[config.mk]
export PLATFORM = sky130hd
export DESIGN_NAME = pmc_power_ctrl
export DESIGN_NICKNAME = d
export VERILOG_FILES = /design/src/include/pmc_pkg.sv /design/src/hdl/pmc_sync.sv /design/src/hdl/pmc_power_ctrl.sv
export SDC_FILE = /design/constraint.sdc
export NUM_CORES = 1
export LEC_CHECK = 0
export BUFFER_PORTS_ARGS = -buffer_cell sky130_fd_sc_hd__buf_2
export CAP_MARGIN = 20
export CORE_ASPECT_RATIO = 1.5
export CORE_UTILIZATION = 50
export DETAILED_ROUTE_END_ITERATION = 8
export GPL_TIMING_DRIVEN = 0
export HOLD_SLACK_MARGIN = 0.12
export PLACE_DENSITY_LB_ADDON = 0.1
export SLEW_MARGIN = 20
export SYNTH_ARGS = -nofsm -noshare
export SYNTH_HDL_FRONTEND = slang
export SYNTH_SLANG_ARGS = --single-unit
[constraint.sdc]
create_clock -name clk_sys -period 7.45 [get_ports clk_sys]
set_input_delay 0.3725 -clock clk_sys [delete_from_list [all_inputs] [get_ports clk_sys]]
set_output_delay 0.3725 -clock clk_sys [all_outputs]
set_load 0.01 [all_outputs]
[src/include/pmc_pkg.sv]
// Constants, register map and state encoding of the power control sequencer.
package pmc_pkg;

  // Power control states.
  typedef enum logic [3:0] {
    PMC_OFF,
    PMC_COLD,
    PMC_WDOG,
    PMC_ON,
    PMC_UOWAIT,
    PMC_MEMORY_HOLD_STATE,
    PMC_USER_OFF_STATE,
    PMC_WARM,
    PMC_POWER_CUT
  } pmc_state_type;

  // Clock rates and the fixed initialisation window of both start states.
  localparam int SYS_HZ      = 200_000_000;
  localparam int SLOW_HZ     = 32_768;
  localparam int INIT_US     = 8000;
  localparam int TICK_DIV    = SYS_HZ / SLOW_HZ;
  localparam int INIT_TICKS  = (INIT_US * SLOW_HZ + 999_999) / 1_000_000;

  // APB register byte offsets.
  localparam logic [7:0] REG_CTRL   = 8'h00;
  localparam logic [7:0] REG_BUCK   = 8'h04;
  localparam logic [7:0] REG_POWER_CUT   = 8'h08;
  localparam logic [7:0] REG_STATUS = 8'h0C;

  // Control register fields.
  localparam int CTRL_USER_OFF_REQ  = 0;
  localparam int CTRL_WARM_EN       = 1;
  localparam int CTRL_RESTART_COLD  = 2;
  localparam int CTRL_POWER_CUT_EN       = 3;
  localparam int CTRL_POWER_CUT_CNT_EN   = 4;
  localparam int CTRL_CPU_CLK_EN    = 5;
  localparam int CTRL_UO_CLK_KEEP   = 6;
  localparam int CTRL_CLK_KEEP_MODE = 7;
  localparam int CTRL_SURVIVED      = 8;
  localparam int CTRL_WIDTH         = 8;
  localparam logic [7:0] CTRL_DEFAULT = 8'h00;

  // Buck mode register fields.
  localparam int BUCK_MH_LSB = 0;
  localparam int BUCK_UO_LSB = 8;

  // Power-cut register fields.
  localparam int POWER_CUT_DUR_LSB = 0;
  localparam int POWER_CUT_LIM_LSB = 8;
  localparam int POWER_CUT_CNT_LSB = 12;
  localparam logic [7:0] POWER_CUT_DUR_DEFAULT = 8'h00;
  localparam logic [3:0] POWER_CUT_LIM_DEFAULT = 4'hF;

  // Status register fields; flags are write-one-to-clear.
  localparam int STAT_STATE_LSB = 0;
  localparam int STAT_MH_WAKE   = 8;
  localparam int STAT_WARM      = 9;
  localparam int STAT_POWER_CUT      = 10;

endpackage : pmc_pkg

[src/hdl/pmc_sync.sv]
// Two-flop synchroniser for pins and comparator levels.
`timescale 1ns/1ps
module pmc_sync #(
  parameter int WIDTH = 1
) (
  input  wire logic             clk_sys,
  input  wire logic             rst_b,
  input  wire logic [WIDTH-1:0] async_in,
  output logic      [WIDTH-1:0] sync_out
);

  logic [WIDTH-1:0] meta;

  // The first stage feeds only the second stage.
  always_ff @(posedge clk_sys or negedge rst_b) begin
    if (!rst_b) begin
      meta     <= '0;
      sync_out <= '0;
    end else begin
      meta     <= async_in;
      sync_out <= meta;
    end
  end

endmodule : pmc_sync

[src/hdl/pmc_power_ctrl.sv]
// Power control state machine with power-cut handling and APB registers.
//
// Summary of operation
// - Watchdog state: timer runs, resets high, then On.
// - Watchdog ignores keep-alive and standby inputs.
// - Keep-alive low in On: off or cold.
// - User-off request enters wait; keep-alive ignored.
// - Wait expiry: user off if warm, else hold.
// - Wait end drops system reset, clears request.
// - Memory hold: resets low, peripheral clock off, cpu clock off unless keep.
// - Memory hold buck follows its hold mode bit.
// - Turn-on in hold: cold, defaults, wake flag.
// - Hold-kept bucks stay on through cold boot.
// - User off: system reset low, cpu reset high.
// - User off buck stays on when mode set.
// - Turn-on in user off: warm start, defaults.
// - Warm start: 8 ms init, kept bucks stay.
// - Warm reset timer, then watchdog, flag, release.
// - Power cut: all off, resets low, bus refused.
// - Enabled power cut on undervoltage starts timer.
// - Duration field constant; separate countdown counter.
// - Cut expiry: off, clear survived, shutdown pulse.
// - Supply back above thresholds: cold after timer.
// - Count cuts; at limit cut ends off.
// - Power cut disabled: supply failure goes off.
// - Survived flag rtc reset; cut flag cleared.
// - Cold start holds resets, then watchdog.
// - Bus only in watchdog, on, wait; interrupt gated.
`timescale 1ns/1ps
module pmc_power_ctrl
  import pmc_pkg::*;
#(
  parameter int TICK_CYCLES  = pmc_pkg::TICK_DIV,
  parameter int WDOG_TICKS   = 128,
  parameter int WAIT_TICKS   = 256,
  parameter int RESET_TICKS  = 640,
  parameter int UV_TICKS     = 64,
  parameter int POWER_CUT_UNIT    = 32,
  parameter int SLOT_TICKS   = 16,
  parameter int N_BUCK       = 5
) (
  input  wire logic              clk_sys,
  input  wire logic              rst_b,
  input  wire logic              psel,
  input  wire logic              penable,
  input  wire logic              pwrite,
  input  wire logic [7:0]        paddr,
  input  wire logic [31:0]       pwdata,
  output logic      [31:0]       prdata,
  output logic                   pready,
  output logic                   pslverr,
  input  wire logic              keepalive_in,
  input  wire logic              turn_on_event,
  input  wire logic              supply_above_uv,
  input  wire logic              supply_above_low_battery_level,
  output logic                   system_reset_n,
  output logic                   cpu_reset_n,
  output logic                   periph_slow_clk_out,
  output logic                   cpu_slow_clk_out,
  output logic      [N_BUCK-1:0] buck_enable,
  output logic                   shutdown_pulse_n,
  output logic                   int_out
);

  pmc_state_type    state;
  pmc_state_type    next_state;
  logic [15:0]      div_cnt;
  logic             tick;
  logic             slow_phase;
  logic [15:0]      state_time;
  logic [2:0]       pins;
  logic             keepalive_s;
  logic             turn_on_s;
  logic             above_uv_s;
  logic             above_low_battery_level_s;
  logic [CTRL_WIDTH:0] ctrl;
  logic [N_BUCK-1:0] mh_mode;
  logic [N_BUCK-1:0] uo_mode;
  logic [N_BUCK-1:0] keep_mask;
  logic [7:0]       power_cut_duration;
  logic [3:0]       power_cut_count_limit;
  logic [3:0]       power_cut_count;
  logic [7:0]       power_cut_left;
  logic             power_cut_doomed;
  logic             uv_seen;
  logic [15:0]      uv_time;
  logic             memory_hold_wake_irq;
  logic             warm_start_irq;
  logic             power_cut_irq;
  logic             bus_open;
  logic             acc;
  logic             mapped;
  logic             wr;
  logic             load_defaults;
  logic             supply_fail;
  logic             power_cut_expired;
  logic             power_cut_recovered;

  ////////////////////////////////////////////////////////////////////////////
  // Input synchronisation and the 32 kHz time base.

  pmc_sync #(
    .WIDTH (3)
  ) u_sync_pins (
    .clk_sys  (clk_sys),
    .rst_b    (rst_b),
    .async_in ({keepalive_in, turn_on_event, supply_above_low_battery_level}),
    .sync_out (pins)
  );

  pmc_sync #(
    .WIDTH (1)
  ) u_sync_uv (
    .clk_sys  (clk_sys),
    .rst_b    (rst_b),
    .async_in (supply_above_uv),
    .sync_out (above_uv_s)
  );

  assign keepalive_s    = pins[2];
  assign turn_on_s      = pins[1];
  assign above_low_battery_level_s = pins[0];

  always_ff @(posedge clk_sys or negedge rst_b) begin
    if (!rst_b) begin
      div_cnt    <= '0;
      slow_phase <= 1'b0;
    end else begin
      if (tick) begin
        div_cnt <= '0;
      end else begin
        div_cnt <= div_cnt + 16'h0001;
      end
      if (tick || div_cnt == 16'((TICK_CYCLES - 1) / 2)) begin
        slow_phase <= ~slow_phase;
      end
    end
  end

  assign tick = (div_cnt == 16'(TICK_CYCLES - 1));

  ////////////////////////////////////////////////////////////////////////////
  // State machine.

  assign supply_fail    = !above_uv_s;
  assign power_cut_expired   = (power_cut_left == 8'h00) && tick && state_time == 16'(POWER_CUT_UNIT - 1);
  assign power_cut_recovered = uv_seen && above_low_battery_level_s && uv_time >= 16'(UV_TICKS);

  always_comb begin
    next_state = state;
    case (state)
      PMC_OFF: begin
        if (turn_on_s && above_uv_s) begin
          next_state = PMC_COLD;
        end
      end
      PMC_COLD: begin
        if (tick && state_time == 16'(RESET_TICKS - 1)) begin
          next_state = PMC_WDOG;
        end
      end
      PMC_WDOG: begin
        // Keep-alive is not examined here until the timer runs out.
        if (tick && state_time == 16'(WDOG_TICKS - 1)) begin
          next_state = PMC_ON;
        end
      end
      PMC_ON: begin
        if (ctrl[CTRL_USER_OFF_REQ]) begin
          next_state = PMC_UOWAIT;
        end else if (!keepalive_s) begin
          next_state = ctrl[CTRL_RESTART_COLD] ? PMC_COLD : PMC_OFF;
        end
      end
      PMC_UOWAIT: begin
        if (tick && state_time == 16'(WAIT_TICKS - 1)) begin
          next_state = ctrl[CTRL_WARM_EN] ? PMC_USER_OFF_STATE : PMC_MEMORY_HOLD_STATE;
        end
      end
      PMC_MEMORY_HOLD_STATE: begin
        if (turn_on_s) begin
          next_state = PMC_COLD;
        end
      end
      PMC_USER_OFF_STATE: begin
        if (turn_on_s) begin
          next_state = PMC_WARM;
        end
      end
      PMC_WARM: begin
        if (tick && state_time == 16'(RESET_TICKS - 1)) begin
          next_state = PMC_WDOG;
        end
      end
      PMC_POWER_CUT: begin
        if (power_cut_expired) begin
          next_state = PMC_OFF;
        end else if (power_cut_recovered && !power_cut_doomed) begin
          next_state = PMC_COLD;
        end
      end
      default: begin
        next_state = PMC_OFF;
      end
    endcase
    // Supply loss overrides every powered state.
    if (supply_fail && state != PMC_OFF && state != PMC_POWER_CUT) begin
      next_state = ctrl[CTRL_POWER_CUT_EN] ? PMC_POWER_CUT : PMC_OFF;
    end
  end

  always_ff @(posedge clk_sys or negedge rst_b) begin
    if (!rst_b) begin
      state      <= PMC_OFF;
      state_time <= '0;
    end else begin
      state <= next_state;
      if (next_state != state) begin
        state_time <= '0;
      end else if (tick) begin
        if (state == PMC_POWER_CUT && state_time == 16'(POWER_CUT_UNIT - 1)) begin
          state_time <= '0;
        end else if (state_time != 16'hFFFF) begin
          state_time <= state_time + 16'h0001;
        end
      end
    end
  end

  assign load_defaults = (state == PMC_MEMORY_HOLD_STATE || state == PMC_USER_OFF_STATE) && turn_on_s;

  ////////////////////////////////////////////////////////////////////////////
  // Power-cut countdown, recovery timing and entry counting.

  // The countdown is its own counter so the programmed duration never changes.
  always_ff @(posedge clk_sys or negedge rst_b) begin
    if (!rst_b) begin
      power_cut_left   <= '0;
      power_cut_doomed <= 1'b0;
      uv_seen     <= 1'b0;
      uv_time     <= '0;
    end else begin
      if (next_state == PMC_POWER_CUT && state != PMC_POWER_CUT) begin
        power_cut_left   <= power_cut_duration;
        power_cut_doomed <= ctrl[CTRL_POWER_CUT_CNT_EN] &&
                       power_cut_count == power_cut_count_limit;
        uv_seen     <= 1'b0;
        uv_time     <= '0;
      end else if (state == PMC_POWER_CUT) begin
        if (tick && state_time == 16'(POWER_CUT_UNIT - 1) && power_cut_left != 8'h00) begin
          power_cut_left <= power_cut_left - 8'h01;
        end
        if (above_uv_s) begin
          uv_seen <= 1'b1;
        end
        if (!uv_seen) begin
          uv_time <= '0;
        end else if (tick && uv_time != 16'hFFFF) begin
          uv_time <= uv_time + 16'h0001;
        end
      end
    end
  end

  ////////////////////////////////////////////////////////////////////////////
  // APB slave; refused while the machine sits outside the three open states.

  assign bus_open = (state == PMC_WDOG || state == PMC_ON || state == PMC_UOWAIT);
  assign acc      = psel && penable;
  assign pready   = 1'b1;
  always_comb begin
    if (paddr == REG_CTRL || paddr == REG_BUCK) begin
      mapped = 1'b1;
    end else if (paddr == REG_POWER_CUT || paddr == REG_STATUS) begin
      mapped = 1'b1;
    end else begin
      mapped = 1'b0;
    end
  end
  assign pslverr = acc && (!bus_open || !mapped);
  assign wr      = acc && pwrite && bus_open && mapped;

  always_ff @(posedge clk_sys or negedge rst_b) begin
    if (!rst_b) begin
      prdata <= '0;
    end else if (psel && !penable) begin
      prdata <= '0;
      if (!bus_open) begin
        prdata <= '0;
      end else if (paddr == REG_CTRL) begin
        prdata[CTRL_WIDTH:0] <= ctrl;
      end else if (paddr == REG_BUCK) begin
        prdata[BUCK_MH_LSB +: N_BUCK] <= mh_mode;
        prdata[BUCK_UO_LSB +: N_BUCK] <= uo_mode;
      end else if (paddr == REG_POWER_CUT) begin
        prdata[POWER_CUT_DUR_LSB +: 8] <= power_cut_duration;
        prdata[POWER_CUT_LIM_LSB +: 4] <= power_cut_count_limit;
        prdata[POWER_CUT_CNT_LSB +: 4] <= power_cut_count;
      end else if (paddr == REG_STATUS) begin
        prdata[STAT_STATE_LSB +: 4] <= state;
        prdata[STAT_MH_WAKE]        <= memory_hold_wake_irq;
        prdata[STAT_WARM]           <= warm_start_irq;
        prdata[STAT_POWER_CUT]           <= power_cut_irq;
      end
    end
  end

  ////////////////////////////////////////////////////////////////////////////
  // Configuration registers.

  // Control bits return to defaults on wake from the low-power off states;
  // the survived flag and power-cut settings are coin-cell backed and stay.
  always_ff @(posedge clk_sys or negedge rst_b) begin
    if (!rst_b) begin
      ctrl <= {1'b0, CTRL_DEFAULT};
    end else begin
      if (load_defaults) begin
        ctrl[CTRL_WIDTH-1:0] <= CTRL_DEFAULT;
      end else if (wr && paddr == REG_CTRL) begin
        ctrl[CTRL_WIDTH-1:0] <= pwdata[CTRL_WIDTH-1:0];
      end
      if (wr && paddr == REG_CTRL) begin
        ctrl[CTRL_SURVIVED] <= pwdata[CTRL_SURVIVED];
      end
      if (!system_reset_n) begin
        ctrl[CTRL_USER_OFF_REQ] <= 1'b0;
      end
      if (state == PMC_POWER_CUT && next_state == PMC_OFF) begin
        ctrl[CTRL_SURVIVED] <= 1'b0;
      end
    end
  end

  always_ff @(posedge clk_sys or negedge rst_b) begin
    if (!rst_b) begin
      mh_mode <= '0;
      uo_mode <= '0;
    end else if (load_defaults) begin
      mh_mode <= '0;
      uo_mode <= '0;
    end else if (wr && paddr == REG_BUCK) begin
      mh_mode <= pwdata[BUCK_MH_LSB +: N_BUCK];
      uo_mode <= pwdata[BUCK_UO_LSB +: N_BUCK];
    end
  end

  // A write in the power-cut entry cycle takes priority over the count increment.
  always_ff @(posedge clk_sys or negedge rst_b) begin
    if (!rst_b) begin
      power_cut_duration    <= POWER_CUT_DUR_DEFAULT;
      power_cut_count_limit <= POWER_CUT_LIM_DEFAULT;
      power_cut_count       <= '0;
    end else begin
      if (wr && paddr == REG_POWER_CUT) begin
        power_cut_duration    <= pwdata[POWER_CUT_DUR_LSB +: 8];
        power_cut_count_limit <= pwdata[POWER_CUT_LIM_LSB +: 4];
        power_cut_count       <= pwdata[POWER_CUT_CNT_LSB +: 4];
      end else if (next_state == PMC_POWER_CUT && state != PMC_POWER_CUT &&
                   ctrl[CTRL_POWER_CUT_CNT_EN] && power_cut_count != power_cut_count_limit) begin
        power_cut_count <= power_cut_count + 4'h1;
      end
    end
  end

  ////////////////////////////////////////////////////////////////////////////
  // Event flags; a set in the same cycle as a clear wins.

  always_ff @(posedge clk_sys or negedge rst_b) begin
    if (!rst_b) begin
      memory_hold_wake_irq <= 1'b0;
      warm_start_irq       <= 1'b0;
      power_cut_irq        <= 1'b0;
    end else begin
      if (wr && paddr == REG_STATUS) begin
        memory_hold_wake_irq <= memory_hold_wake_irq & ~pwdata[STAT_MH_WAKE];
        warm_start_irq       <= warm_start_irq & ~pwdata[STAT_WARM];
        power_cut_irq        <= power_cut_irq & ~pwdata[STAT_POWER_CUT];
      end
      if (state == PMC_OFF) begin
        power_cut_irq <= 1'b0;
      end
      if (state == PMC_MEMORY_HOLD_STATE && next_state == PMC_COLD) begin
        memory_hold_wake_irq <= 1'b1;
      end
      if (state == PMC_WARM && next_state == PMC_WDOG) begin
        warm_start_irq <= 1'b1;
      end
      if (state != PMC_POWER_CUT && next_state == PMC_POWER_CUT) begin
        power_cut_irq <= 1'b1;
      end
    end
  end

  ////////////////////////////////////////////////////////////////////////////
  // Outputs: resets, slow clocks, shutdown pulse, buck enables.

  // Bucks kept by the mode bits of the low-power state just left.
  always_ff @(posedge clk_sys or negedge rst_b) begin
    if (!rst_b) begin
      keep_mask <= '0;
    end else if (state == PMC_MEMORY_HOLD_STATE && next_state == PMC_COLD) begin
      keep_mask <= mh_mode;
    end else if (state == PMC_USER_OFF_STATE && next_state == PMC_WARM) begin
      keep_mask <= uo_mode;
    end else if (next_state == PMC_COLD && state != PMC_COLD) begin
      keep_mask <= '0;
    end
  end

  // After the init window the bucks come up one slot apart to spread inrush.
  // Kept bucks read the mode bits on the entry edge, so they never dip for a cycle.
  generate
    for (genvar b = 0; b < N_BUCK; b++) begin : g_buck
      always_ff @(posedge clk_sys or negedge rst_b) begin
        if (!rst_b) begin
          buck_enable[b] <= 1'b0;
        end else begin
          case (next_state)
            PMC_COLD, PMC_WARM: begin
              buck_enable[b] <= (state == PMC_MEMORY_HOLD_STATE && mh_mode[b]) ||
                                (state == PMC_USER_OFF_STATE && uo_mode[b]) ||
                                (state == next_state && (keep_mask[b] ||
                                 state_time >= 16'(INIT_TICKS + b * SLOT_TICKS)));
            end
            PMC_WDOG, PMC_ON, PMC_UOWAIT: buck_enable[b] <= 1'b1;
            PMC_MEMORY_HOLD_STATE: buck_enable[b] <= mh_mode[b];
            PMC_USER_OFF_STATE: buck_enable[b] <= uo_mode[b];
            default: buck_enable[b] <= 1'b0;
          endcase
        end
      end
    end
  endgenerate

  always_ff @(posedge clk_sys or negedge rst_b) begin
    if (!rst_b) begin
      system_reset_n      <= 1'b0;
      cpu_reset_n         <= 1'b0;
      periph_slow_clk_out <= 1'b0;
      cpu_slow_clk_out    <= 1'b0;
      shutdown_pulse_n    <= 1'b1;
      int_out             <= 1'b0;
    end else begin
      system_reset_n   <= (next_state == PMC_WDOG || next_state == PMC_ON ||
                           next_state == PMC_UOWAIT);
      cpu_reset_n      <= (next_state == PMC_WDOG || next_state == PMC_ON ||
                           next_state == PMC_UOWAIT || next_state == PMC_USER_OFF_STATE ||
                           next_state == PMC_WARM);
      periph_slow_clk_out <= slow_phase && (next_state == PMC_WDOG ||
                             next_state == PMC_ON || next_state == PMC_UOWAIT);
      case (next_state)
        PMC_WDOG, PMC_ON, PMC_UOWAIT: cpu_slow_clk_out <= slow_phase;
        PMC_MEMORY_HOLD_STATE: cpu_slow_clk_out <= slow_phase && ctrl[CTRL_CLK_KEEP_MODE];
        PMC_USER_OFF_STATE: cpu_slow_clk_out <= slow_phase &&
          ((ctrl[CTRL_CPU_CLK_EN] && ctrl[CTRL_UO_CLK_KEEP]) || ctrl[CTRL_CLK_KEEP_MODE]);
        PMC_WARM: cpu_slow_clk_out <= slow_phase &&
          (ctrl[CTRL_CPU_CLK_EN] || ctrl[CTRL_CLK_KEEP_MODE]);
        default: cpu_slow_clk_out <= 1'b0;
      endcase
      // The pulse lasts one slow tick and is released by the next tick.
      if (state == PMC_POWER_CUT && next_state == PMC_OFF) begin
        shutdown_pulse_n <= 1'b0;
      end else if (tick) begin
        shutdown_pulse_n <= 1'b1;
      end
      int_out <= (next_state == PMC_WDOG || next_state == PMC_ON) &&
                 (memory_hold_wake_irq || warm_start_irq || power_cut_irq);
    end
  end

endmodule : pmc_power_ctrl

### After elaboration in Yosys (flattened, before gate mapping)

Cells that the tools add are included.

* bits in registers: 141
* bits in latches: 0
* memory bits (writable): 0
* bits in read-only memories: 0
* input port bits: 49
* output and inout port bits: 45
* memories: 0

* add/sub/neg operators: 5
* $mul: 0
* div/mod/pow operators: 0
* $lt $le $gt $ge: 6
* equal/unequal tests: 35
* shift-type cells: 0
* multiplexer cells: 74
* bitwise logic cells: 7
* reductions and logical operators: 118

Operators by type and width (count)
* $mux 16: 10
* $ge 16x9->1 const B: 5
* $mux 4: 17
* $logic_and 1x1->1: 56
* $mux 5: 10
* $add 16x1->16 const B: 3
* $mux 8: 5
* $eq 4x3->1 const B: 8
* $ne 16x16->1 const B: 2
* $pmux 4 s8: 1
* $logic_or 1x1->1: 30
* $pmux 1 s4: 6
* $reduce_bool 2->1: 11
* $mux 1: 18
* $eq 16x10->1 const B: 1
* $eq 16x12->1 const B: 1
* $eq 16x13->1 const B: 1
* $eq 16x5->1 const B: 1
* $eq 16x7->1 const B: 1
* $eq 16x8->1 const B: 1
* $eq 4x2->1 const B: 4
* $eq 8x4->1 const B: 2
* $ge 16x7->1 const B: 1
* $logic_not 8->1: 2
* other kinds (24): 48

### Longest topological paths before layout

Gate-level depths: netlist of the first run.

* depth in word-level cells: 13
* mapped depth: 11

### Cells and area by module

Synthesis of the first run repeated with hierarchy kept, for this count alone.

* cells, all modules: 818
* area total of the unflattened synthesis: 7536.0 um^2

Modules (own cells, without submodules)
* pmc_power_ctrl: instances 1, cells an instance 810, area an instance 7335.8 um^2
* pmc_sync (u_sync_pins): instances 1, cells an instance 6, area an instance 150.1 um^2
* pmc_sync (u_sync_uv): instances 1, cells an instance 2, area an instance 50.0 um^2

### Worst setup path before layout of the first run

OpenSTA, ideal clock, no wires.

* kind: register to register
* start point: register power_cut_left[3]
* end point: register state_time[12]
* setup time: 0.131 ns
* data arrival time: 2.268 ns
* data required time: 7.319 ns
* setup slack: 5.051 ns
* stages on the path, launching flop included: 8
* period minus slack after synthesis: 2.399 ns
* path through: dfrtp_1 -> or4_4 -> or3_4 -> nor4_4 -> nor2_2 -> o311ai_4 -> buf_6 -> a211oi_2

* longest elaborated chain between the ends: 9
* elaborated cells on any way between the ends: 11
* classes of those cells: eq/ne: 1; mux: 4; reduce/logical: 6

RTL lines
* from (decl): line pmc_power_ctrl.sv:83 `logic [7:0] power_cut_left;`
* from (signal assigned): line pmc_power_ctrl.sv:244 `power_cut_left <= power_cut_duration;`
* from (signal assigned): line pmc_power_ctrl.sv:251 `power_cut_left <= power_cut_left - 8'h01;`
* $logic_not 8->1 *: line pmc_power_ctrl.sv:146 `assign power_cut_expired = (power_cut_left == 8'h00) && tick && state_time == 16'(POWER_CUT_UNIT - 1);`
* $logic_and 1x1->1 * (2 in a row): line pmc_power_ctrl.sv:146
* $mux 4 *: line pmc_power_ctrl.sv:196 `if (power_cut_expired) begin`
* $pmux 4 s8 *: line pmc_power_ctrl.sv:151 `case (state)`
* $mux 4 *: line pmc_power_ctrl.sv:207 `if (supply_fail && state != PMC_OFF && state != PMC_POWER_CUT) begin`
* $ne 4x4->1 *: line pmc_power_ctrl.sv:218 `if (next_state != state) begin`
* $reduce_bool 3->1 (no source line) or $reduce_bool 2->1 (tied branches)
* $reduce_and 2->1 (no source line)
* to (signal assigned): line pmc_power_ctrl.sv:224 `state_time <= state_time + 16'h0001;`
* to (decl): line pmc_power_ctrl.sv:70 `logic [15:0] state_time;`

Mark *: on every way between the ends. The rest lies on a longest branch, timed or not.
A chain may end at the register's enable or synchronous reset.

### Worst setup path after layout of the first run

* start point: register state[0]
* end point: register state_time[0]

* longest elaborated chain between the ends: 7
* elaborated cells on any way between the ends: 34
* classes of those cells: eq/ne: 10; mux: 15; reduce/logical: 9

RTL lines
* from (decl): line pmc_power_ctrl.sv:65 `pmc_state_type state;`
* from (signal assigned): line pmc_power_ctrl.sv:217 `state <= next_state;`
* $eq 4x3->1 (tied with other cells): line pmc_power_ctrl.sv:151
* $reduce_or 2->1 (no source line) (tied with other cells)
* $pmux 4 s8 or $logic_and 1x1->1 (tied branches): line pmc_power_ctrl.sv:151, pmc_power_ctrl.sv:207
* $mux 4: line pmc_power_ctrl.sv:207
* $ne 4x4->1: line pmc_power_ctrl.sv:218
* $reduce_bool 3->1 (no source line) or $reduce_bool 2->1 (tied branches)
* $reduce_and 2->1 (no source line)

Parallel ways exist; a longest one is shown, timed or not. The select of a mux whose other input is x is not followed.

==> metrics.txt, run 1 <==
top cell family by delay on the critical path simple AND/OR/NAND/NOR gates; Critical Path Max Stage Delay 630 ps; vias per cell 5.85; post-layout minimum cycle time 3090 ps; netlist area before placement 7840 um^2; unrepaired setup endpoints after global routing false; sequential group share of total power 38.6%; remaining max-slew budget at the tightest pin 45.7%; Crit Reg-Reg Endpoint state_time[0]; remaining global-route overflow 0; global-route wire length before repair 33800 um; data arrival time of the critical path 3390 ps; most common cell type on the critical path nor3_2; post-route DRC violation count 0; clock share of power 39.8%; data required time at the worst endpoint 7750 ps; Chip Width 104 um; sort of element at the start of the critical path register; proportion of layout cells with a drive suffix above 1 19.4%; final worst path period share 41.4%; number of violations of the max-capacitance limit 0; clock tree from TritonCTS done; clock skew 14.1 ps; net switching power of the design 0.684 mW; beginning of the worst hold path pwdata[14]; Comb power frac 21.6%; height of the die 155 um; maximum fanout along the worst path 10; effective utilization at floorplan 51.6%; fill count 1338; number of enable-type register cells in the synthesized netlist 0; cells along the critical path nor3_1 -> nand2_1 -> nor3_2 -> clkbuf_1 -> nor2_1 -> mux2i_1 -> nor3_2; overall die area 16200 um^2; Routed Wire Length 21000 um; post-CTS setup-driven buffer insertion count 0; Rows 55; clk root buf clkbuf_16; Leak Pwr 4.11 nW; number of antenna violations at the first check in global routing 0; count of final setup violators 0; Power Internal 1.49 mW; Layout area overhead 16.6%; CTS Buf Count 17; critical register-to-register path startpoint state[0]; vias 6780; number of iterations in the first detailed-routing pass 5; clk buf depth 2; proportion of synthesized flip-flops having asynchronous set or reset 100%; Starting DRT DRC Count 404; standard cell with the maximum stage delay on the critical path nor3_1; quantity of I/O buffers inserted on ports 59; commonest cells after routing, fill and taps aside dfrtp_1 (136), nand2_1 (134), buf_2 (69), nor2_1 (68), o21ai_0 (56); count of final max-slew check failures 0; pin count of the biggest net entering global routing 90; aggregate global-route resource usage 26.8%; most used flip-flop cell after synthesis dfrtp_1; Worst-Skew Late Latency 430 ps; Antenna diodes 0; sequential cell area fraction in the yosys report 45.1%; worst setup path category register to register; fraction of the core area covered by cells at the end of the flow 60.1%; clock slew at the register clock pins of the worst setup and hold paths 60 ps; core region area 15200 um^2; Final Hold Fails 0; register-to-register path setup slack 4360 ps; WL/cell 18.1 um; yosys synthesis warning count 0; worst slew pin tran 814 ps; Yosys cell types 84; IO Count 94; number of standard cells after synthesis 847; global placer's final weighted congestion 0.903; outcome finished, final reports clean; Peak Freq 0.324 GHz; via count of the first global-routing pass 6749; worst min path class primary input to register; worst hold path depth 3; net count of the finished layout 1002; leading cell type in the layout, fill and taps excluded dfrtp_1; count of clock tree sinks 141; kind of capture point of the worst setup path register; post-synthesis sequential element count 141; PD cells 238 nW/um^2; hold-critical path endpoint power_cut_count[2]; antenna violation net count after detailed routing 0; number of hold-repair buffers added at the cts stage 5; number of H-tree levels 4; Resize count post-CTS 0; count of buffering cells on the critical path with inverters included 1; syn_area_per_cell 9.26 um^2; number of cells traversed by the worst register-to-register path 7; worst vdd rail ir drop 160 uV; Total Neg Setup Slack 0 ps; half-perimeter wire length after detailed placement 15800 um; Switching Fraction 31.4%
==> layout make-up <==
cell class / instances / area [um^2] / share of cell area, %
Buffer: 57 / 303 / 3.31
Clock buffer: 21 / 480 / 5.25
Clock inverter: 11 / 130 / 1.42
Inverter: 22 / 82.6 / 0.903
Multi-Input combinational cell: 642 / 3980 / 43.5
Sequential cell: 141 / 3530 / 38.7
Tap cell: 199 / 249 / 2.72
Timing Repair Buffer: 65 / 383 / 4.19
==> worst max-delay path by stage <==
stage / from / endpoint / slack (ps) / cells past startpoint
5_1_grt: state[0] / power_cut_left[7] / 4170 / 8
3_3_place_gp: rst_b / keep_mask[0] / 4080 / 1
2_1_floorplan: power_cut_left[3] / state_time[12] / 5050 / 7
3_5_place_dp: state[0] / state_time[0] / 4330 / 7
4_1_cts: state[0] / state_time[0] / 4320 / 7
6_report: state[0] / state_time[0] / 4360 / 7
==> flip-flops by register name, summed over array words and instances (netlist names), 3 cells and up <==
register	cells
buck_enable	5
ctrl	9
div_cnt	16
keep_mask	5
mh_mode	5
power_cut_count	4
power_cut_count_limit	4
power_cut_duration	8
power_cut_left	8
prdata	16
state	4
state_time	16
u_sync_pins.meta	3
u_sync_pins.sync_out	3
uo_mode	5
uv_time	16
==> routing by layer <==
| layer | share of wire [%] | vias up | track usage [%] |
|---|---|---|---|
| met1 | 40 | 3332 | 29.4 |
| met2 | 53 | 187 | 50.1 |
| li1 | - | 3213 | - |
| met4 | 3.5 | 0 | 12.8 |
| met5 | 0 | - | 0 |
| met3 | 3.0 | 48 | 4.06 |
==> kinds of logic after synthesis <==
family | Yosys count | synth area share, %
buffers and inverters | 79 | 4.92
multiplexers | 29 | 3.94
AO/OA/AOI/OAI | 169 | 15.0
XOR/XNOR | 41 | 4.58
flip-flops | 141 | 45.1
other | 2 | 0.0958
adder cells (fa/ha/maj) | 7 | 1.12
AND/OR/NAND/NOR | 379 | 25.3
==> worst min-delay path, delay by kind of cell <==
kind            cells  cell delay [ps]
simple gates        1               40
compound gates      1               60
buf+inv             1               80
==> through the flow <==
stage / instances / total power [mW] / hold WS (ps) / setup slack, ps / instance area, um^2
2_1_floorplan: 862 / 1.18 / 76.9 / 5050 / 7900
3_3_place_gp: 1120 / 1.31 / 332 / 4080 / 8440
3_5_place_dp: 1121 / 1.32 / 313 / 4330 / 8480
4_1_cts: 1158 / 2.19 / 162 / 4320 / 9140
5_1_grt: 1158 / 2.27 / 183 / 4170 / 9140
6_report: 1158 / 2.18 / 171 / 4360 / 9140
==> power by group through the flow <==
stage	registers (mW)	clock network [mW]	logic (mW)
after global routing	0.844	0.912	0.513
after floorplan	0.841	0	0.337
after CTS	0.839	0.881	0.470
final	0.840	0.867	0.470
after detailed placement	0.852	0	0.465
after global placement	0.852	0	0.455
==> cell usage after synthesis, types with 10 or more instances <==
cell,instances,area (um^2)
xor2_1,20,175
mux2i_1,14,140
dfrtp_1,136,3400
a21oi_1,22,110
mux2_2,15,169
inv_1,21,78.8
nor4_1,18,113
buf_2,11,55.1
and3_1,13,81.3
o221ai_1,11,96.3
nand4_1,26,163
nor3_1,15,75.1
nand2_1,134,503
buf_4,18,135
nand3_1,24,120
nor2_1,68,255
clkbuf_1,25,93.8
o31ai_1,10,75.1
xnor2_1,21,184
o21ai_0,56,280
(Power assumes the default switching activity.)
==> run 2: changes to the inputs <==
==> constraint.sdc (replaced) <==
create_clock -name clk_sys -period 3.1 [get_ports clk_sys]
set_input_delay 0.155 -clock clk_sys [delete_from_list [all_inputs] [get_ports clk_sys]]
set_output_delay 0.155 -clock clk_sys [all_outputs]
set_load 0.01 [all_outputs]
==> metrics.txt, run 2 (synthesized netlist as in run 1, its figures left out) <==
via count of the first global-routing pass 6827 (+1.2%); global-route wire length before repair 34000 um (+0.70%); worst setup margin 193 ps (-4170 ps); clock slew at the register clock pins of the worst setup and hold paths 60 ps (about the same); data arrival time of the critical path 3150 ps (-240 ps); clk root buf clkbuf_16; vias 6806 (+0.38%); clock tree from TritonCTS done; Worst-Skew Late Latency 420 ps (about the same); remaining global-route overflow 0 (unchanged); count of final setup violators 0 (unchanged); Rows 55 (unchanged); Layout area overhead 18.9%; Comb power frac 22.0% (+0.4 points); clk buf depth 2 (unchanged); vias per cell 5.80 (-0.98%); fraction of the core area covered by cells at the end of the flow 61.3% (+1.2 points); number of H-tree levels 4 (unchanged); Routed Wire Length 21200 um (+0.92%); maximum fanout along the worst path 9 (-1); worst min path class primary input to register; leading cell type in the layout, fill and taps excluded dfrtp_1; sort of element at the start of the critical path register; data required time at the worst endpoint 3350 ps (-4400 ps); global placer's final weighted congestion 0.903 (unchanged); PD cells 563 nW/um^2 (+140%); CTS Buf Count 17 (unchanged); quantity of I/O buffers inserted on ports 59 (unchanged); IO Count 94 (unchanged); post-layout minimum cycle time 2910 ps (-181 ps); Power Internal 3.60 mW (+140%); net count of the finished layout 1018 (+1.6%); pin count of the biggest net entering global routing 90 (unchanged); remaining max-slew budget at the tightest pin 48.6% (+2.9 points); total power 5.25 mW (+140%); overall die area 16200 um^2 (unchanged); fraction of met2 tracks used by global routing 50.6% (+0.44 points); Total Neg Setup Slack 0 ps (unchanged); final worst hold slack 208 ps (+37.5 ps); busiest layer in global routing met2; count of final max-slew check failures 0 (unchanged); count of clock tree sinks 141 (unchanged); post-route DRC violation count 0 (unchanged); number of violations of the max-capacitance limit 0 (unchanged); antenna violation net count after detailed routing 0 (unchanged); sequential group share of total power 38.4% (-0.2 points); final worst path period share 93.8% (+52 points); half-perimeter wire length after detailed placement 15800 um (unchanged); clock skew 11.2 ps (-2.88 ps); worst slack at placement -23.8 ps (-4350 ps); outcome finished, final reports clean; effective utilization at floorplan 51.6% (unchanged); routing usage on met1 29.6% (+0.22 points); worst vdd rail ir drop 383 uV (+140%); Antenna diodes 0 (unchanged); WL/cell 18.0 um (-0.46%); net switching power of the design 1.65 mW (+140%); Switching Fraction 31.4% (-0.049 points); worst slew pin tran 764 ps (-49.8 ps); met3 Usage GRT 4.06% (unchanged); Starting DRT DRC Count 372 (-7.9%); height of the die 155 um (unchanged); Final Hold Fails 0 (unchanged); kind of capture point of the worst setup path register; Chip Width 104 um (unchanged); proportion of layout cells with a drive suffix above 1 19.3% (-0.11 points); Leak Pwr 4.18 nW (+1.6%); worst setup path category register to register; commonest cells after routing, fill and taps aside dfrtp_1 (136), nand2_1 (134), buf_2 (69), nor2_1 (68), o21ai_0 (56); Peak Freq 0.344 GHz (+6.2%); clock share of power 39.5% (-0.3 points); number of antenna violations at the first check in global routing 0 (unchanged); aggregate global-route resource usage 27.0% (+0.20 points); fill count 1321 (-1.3%); unrepaired setup endpoints after global routing false; number of iterations in the first detailed-routing pass 9 (+4); core region area 15200 um^2 (unchanged); post-CTS setup-driven buffer insertion count 0 (unchanged)
## run 2: cell count changes in the layout (fill, tap and decap cells not counted), sizes merged
cell | previous run | this run
dlygate4sd3 | 5 | 21
## run 2: stage by stage
stage          cell area [um^2]  instances
2_1_floorplan              7900        862
3_3_place_gp               8440       1120
3_5_place_dp               8480       1121
4_1_cts                    9310       1174
5_1_grt                    9320       1174
6_report                   9320       1174
## run 2: power groups by stage
stage | registers (mW) | clock network, mW | logic [mW]
after floorplan | 2.02 | 0 | 0.811
after global placement | 2.05 | 0 | 1.09
after detailed placement | 2.05 | 0 | 1.12
after CTS | 2.02 | 2.12 | 1.15
after global routing | 2.03 | 2.19 | 1.26
final | 2.02 | 2.08 | 1.16
## run 2: cell type report
type | count | area, um^2 | share of cell area (%)
multi-input cells | 642 | 4000 | 42.9
flip-flops and latches | 141 | 3530 | 37.9
well taps | 199 | 249 | 2.67
clock inverters | 11 | 130 | 1.40
repair buffers | 81 | 543 | 5.83
plain buffers | 57 | 303 | 3.25
inverters | 22 | 82.6 | 0.886
clock buffers | 21 | 480 | 5.15
## run 2: critical path, cell delays in order (launching register included)
cell and delay [ps]:
dfrtp_1 360, clkbuf_1 190, nor4b_2 270, nand4_1 340
nor4_1 570, nor3_2 190, nor4b_2 220, o21ai_2 390
nand4_1 210
## run 2: per-layer routing
layer  share of wire [%]  vias to the layer above  wire [um]
met5                   0                        -          0
met4                 3.8                        0        796
met3                 2.8                       60        593
met2                  53                      174      11200
met1                  40                     3330       8560
li1                    -                     3242          -
## run 2: final timing paths
path,start,to,slack [ps],depth (start not counted)
max,div_cnt[11],buck_enable[4],190,8
min,paddr[2],prdata[5],210,3
max reg2reg,div_cnt[11],buck_enable[4],190,8
min reg2reg,u_sync_uv.meta,u_sync_uv.sync_out,350,0
max in group asynchronous,rst_b,power_cut_count_limit[3],2040,3
min in group asynchronous,rst_b,power_cut_left[4],250,2
## run 2: what timing repair did
item	CTS	global route
hold buffers	21	0
endpoints found under the hold margin	153	0
resized for setup	1	2
cloned	0	0
endpoints found under the setup margin	6	22
pin swaps	0	0
==> run 3: changes to the inputs <==
--- a/config.mk
+++ b/config.mk
@@ -13,6 +13,7 @@
 export GPL_TIMING_DRIVEN = 0
 export HOLD_SLACK_MARGIN = 0.12
 export PLACE_DENSITY_LB_ADDON = 0.1
+export RECOVER_POWER = 100
 export SLEW_MARGIN = 20
 export SYNTH_ARGS = -nofsm -noshare
 export SYNTH_HDL_FRONTEND = slang
==> metrics.txt, run 3 (synthesized netlist as in run 1, its figures left out) <==
data required time at the worst endpoint 3390 ps (+40 ps); clk buf depth 2 (unchanged); count of final setup violators 0 (unchanged); worst slew pin tran 1340 ps (+574 ps); area of all sequential standard cells 3530 um^2 (unchanged); sort of element at the start of the critical path register; outcome finished, final reports clean; IO Count 94 (unchanged); Worst-Skew Late Latency 420 ps (about the same); CTS Buf Count 17 (unchanged); worst setup path category register to register; PD cells 567 nW/um^2 (+0.66%); core region area 15200 um^2 (unchanged); Rows 55 (unchanged); Leak Pwr 4.03 nW (-3.6%); Layout area overhead 17.3%; WL/cell 18.1 um (about the same); global placer's final weighted congestion 0.903 (unchanged); post-layout minimum cycle time 2920 ps (+15.8 ps); Peak Freq 0.342 GHz (-0.54%); kind of capture point of the worst setup path register; final worst hold slack 215 ps (+6.33 ps); number of iterations in the first detailed-routing pass 5 (-4); height of the die 155 um (unchanged); count of clock tree sinks 141 (unchanged); effective utilization at floorplan 51.6% (unchanged); clock skew 10.9 ps (-0.282 ps); global-route wire length before repair 34000 um (unchanged); via count of the first global-routing pass 6827 (unchanged); post-route DRC violation count 0 (unchanged); number of H-tree levels 4 (unchanged); Antenna diodes 0 (unchanged); data arrival time of the critical path 3210 ps (+60 ps); leading cell type in the layout, fill and taps excluded dfrtp_1; commonest cells after routing, fill and taps aside dfrtp_1 (136), nand2_1 (134), nor2_1 (70), o21ai_0 (57), clkbuf_1 (53); Starting DRT DRC Count 450 (+21%); clk root buf clkbuf_16; clock slew at the register clock pins of the worst setup and hold paths 60 ps (about the same); Final Hold Fails 0 (unchanged); vias per cell 5.83 (+0.50%); fill count 1349 (+2.1%); Chip Width 104 um (unchanged); overall die area 16200 um^2 (unchanged); number of antenna violations at the first check in global routing 0 (unchanged); number of violations of the max-capacitance limit 0 (unchanged); worst min path class primary input to register; net count of the finished layout 1018 (unchanged); vias 6840 (+0.50%); Total Neg Setup Slack 0 ps (unchanged); worst vdd rail ir drop 383 uV (about the same); half-perimeter wire length after detailed placement 15800 um (unchanged); unrepaired setup endpoints after global routing false; pin count of the biggest net entering global routing 90 (unchanged); antenna violation net count after detailed routing 0 (unchanged); clock tree from TritonCTS done; quantity of I/O buffers inserted on ports 59 (unchanged); total power 5.21 mW (-0.66%); remaining global-route overflow 0 (unchanged); maximum fanout along the worst path 10 (+1); footprint of the multi-input gates 3940 um^2 (-1.4%); final worst path period share 94.3% (+0.51 points); Routed Wire Length 21200 um (about the same); aggregate global-route resource usage 27.0% (unchanged); proportion of layout cells with a drive suffix above 1 15.1% (-4.2 points); count of final max-slew check failures 0 (unchanged); remaining max-slew budget at the tightest pin 10.8% (-38 points)
[run 3: routing by layer]
metal | vias up | GRT usage, % | wire [um]
met2 | 210 | 50.6 | 11300
met1 | 3321 | 29.6 | 8500
met5 | - | 0 | 0
met4 | 0 | 12.8 | 739
met3 | 58 | 4.06 | 716
li1 | 3251 | - | -
[run 3: repair_timing]
action / in CTS / in global routing
setup buffers: 0 / 0
hold buffers: 21 / 0
hold endpoints to repair: 153 / 0
cloned: 0 / 0
resized for setup: 1 / 2
endpoints found under the setup margin: 6 / 22
[run 3: metrics by stage]
step           setup WS [ps]  utilization (%)  cell area [um^2]  std cells
6_report                 177             60.5              9200       1174
3_3_place_gp           -54.5             55.5              8440       1120
3_5_place_dp           -23.8             55.8              8480       1121
4_1_cts                 90.7             61.2              9310       1174
2_1_floorplan            701                -              7900        862
5_1_grt                 15.8             60.5              9200       1174
[run 3: worst paths after layout]
kind | from | endpoint | slack, ps | cells after the start
max | div_cnt[0] | uv_time[15] | 180 | 11
min | paddr[2] | prdata[5] | 210 | 3
max reg2reg | div_cnt[0] | uv_time[15] | 180 | 11
min reg2reg | u_sync_uv.meta | u_sync_uv.sync_out | 340 | 0
max in group asynchronous | rst_b | buck_enable[4] | 550 | 3
min in group asynchronous | rst_b | power_cut_left[4] | 580 | 2
[run 3: cell type report]
type	instances	area share (%)
multi-input combinational	642	42.8
sequential	141	38.4
clock buffer	21	5.22
timing repair buffer	81	5.20
buffer	57	3.29
tap	199	2.71
clock inverter	11	1.41
inverter	22	0.898
[run 3: worst max-delay path, stage by stage, from the launching register on]
cell and delay, ps:
dfrtp_1 420, inv_1 70, ha_1 180, and3_1 180
and4_1 300, buf_2 330, o31ai_1 150, a21oi_1 410
buf_2 320, nand4_1 160, xor2_1 200, nor2_1 60
[run 3: power breakdown]
group | total, mW | switching, mW | internal, mW
logic | 1.12 | 0.727 | 0.391
clock network | 2.08 | 0.802 | 1.28
registers | 2.02 | 0.0937 | 1.92
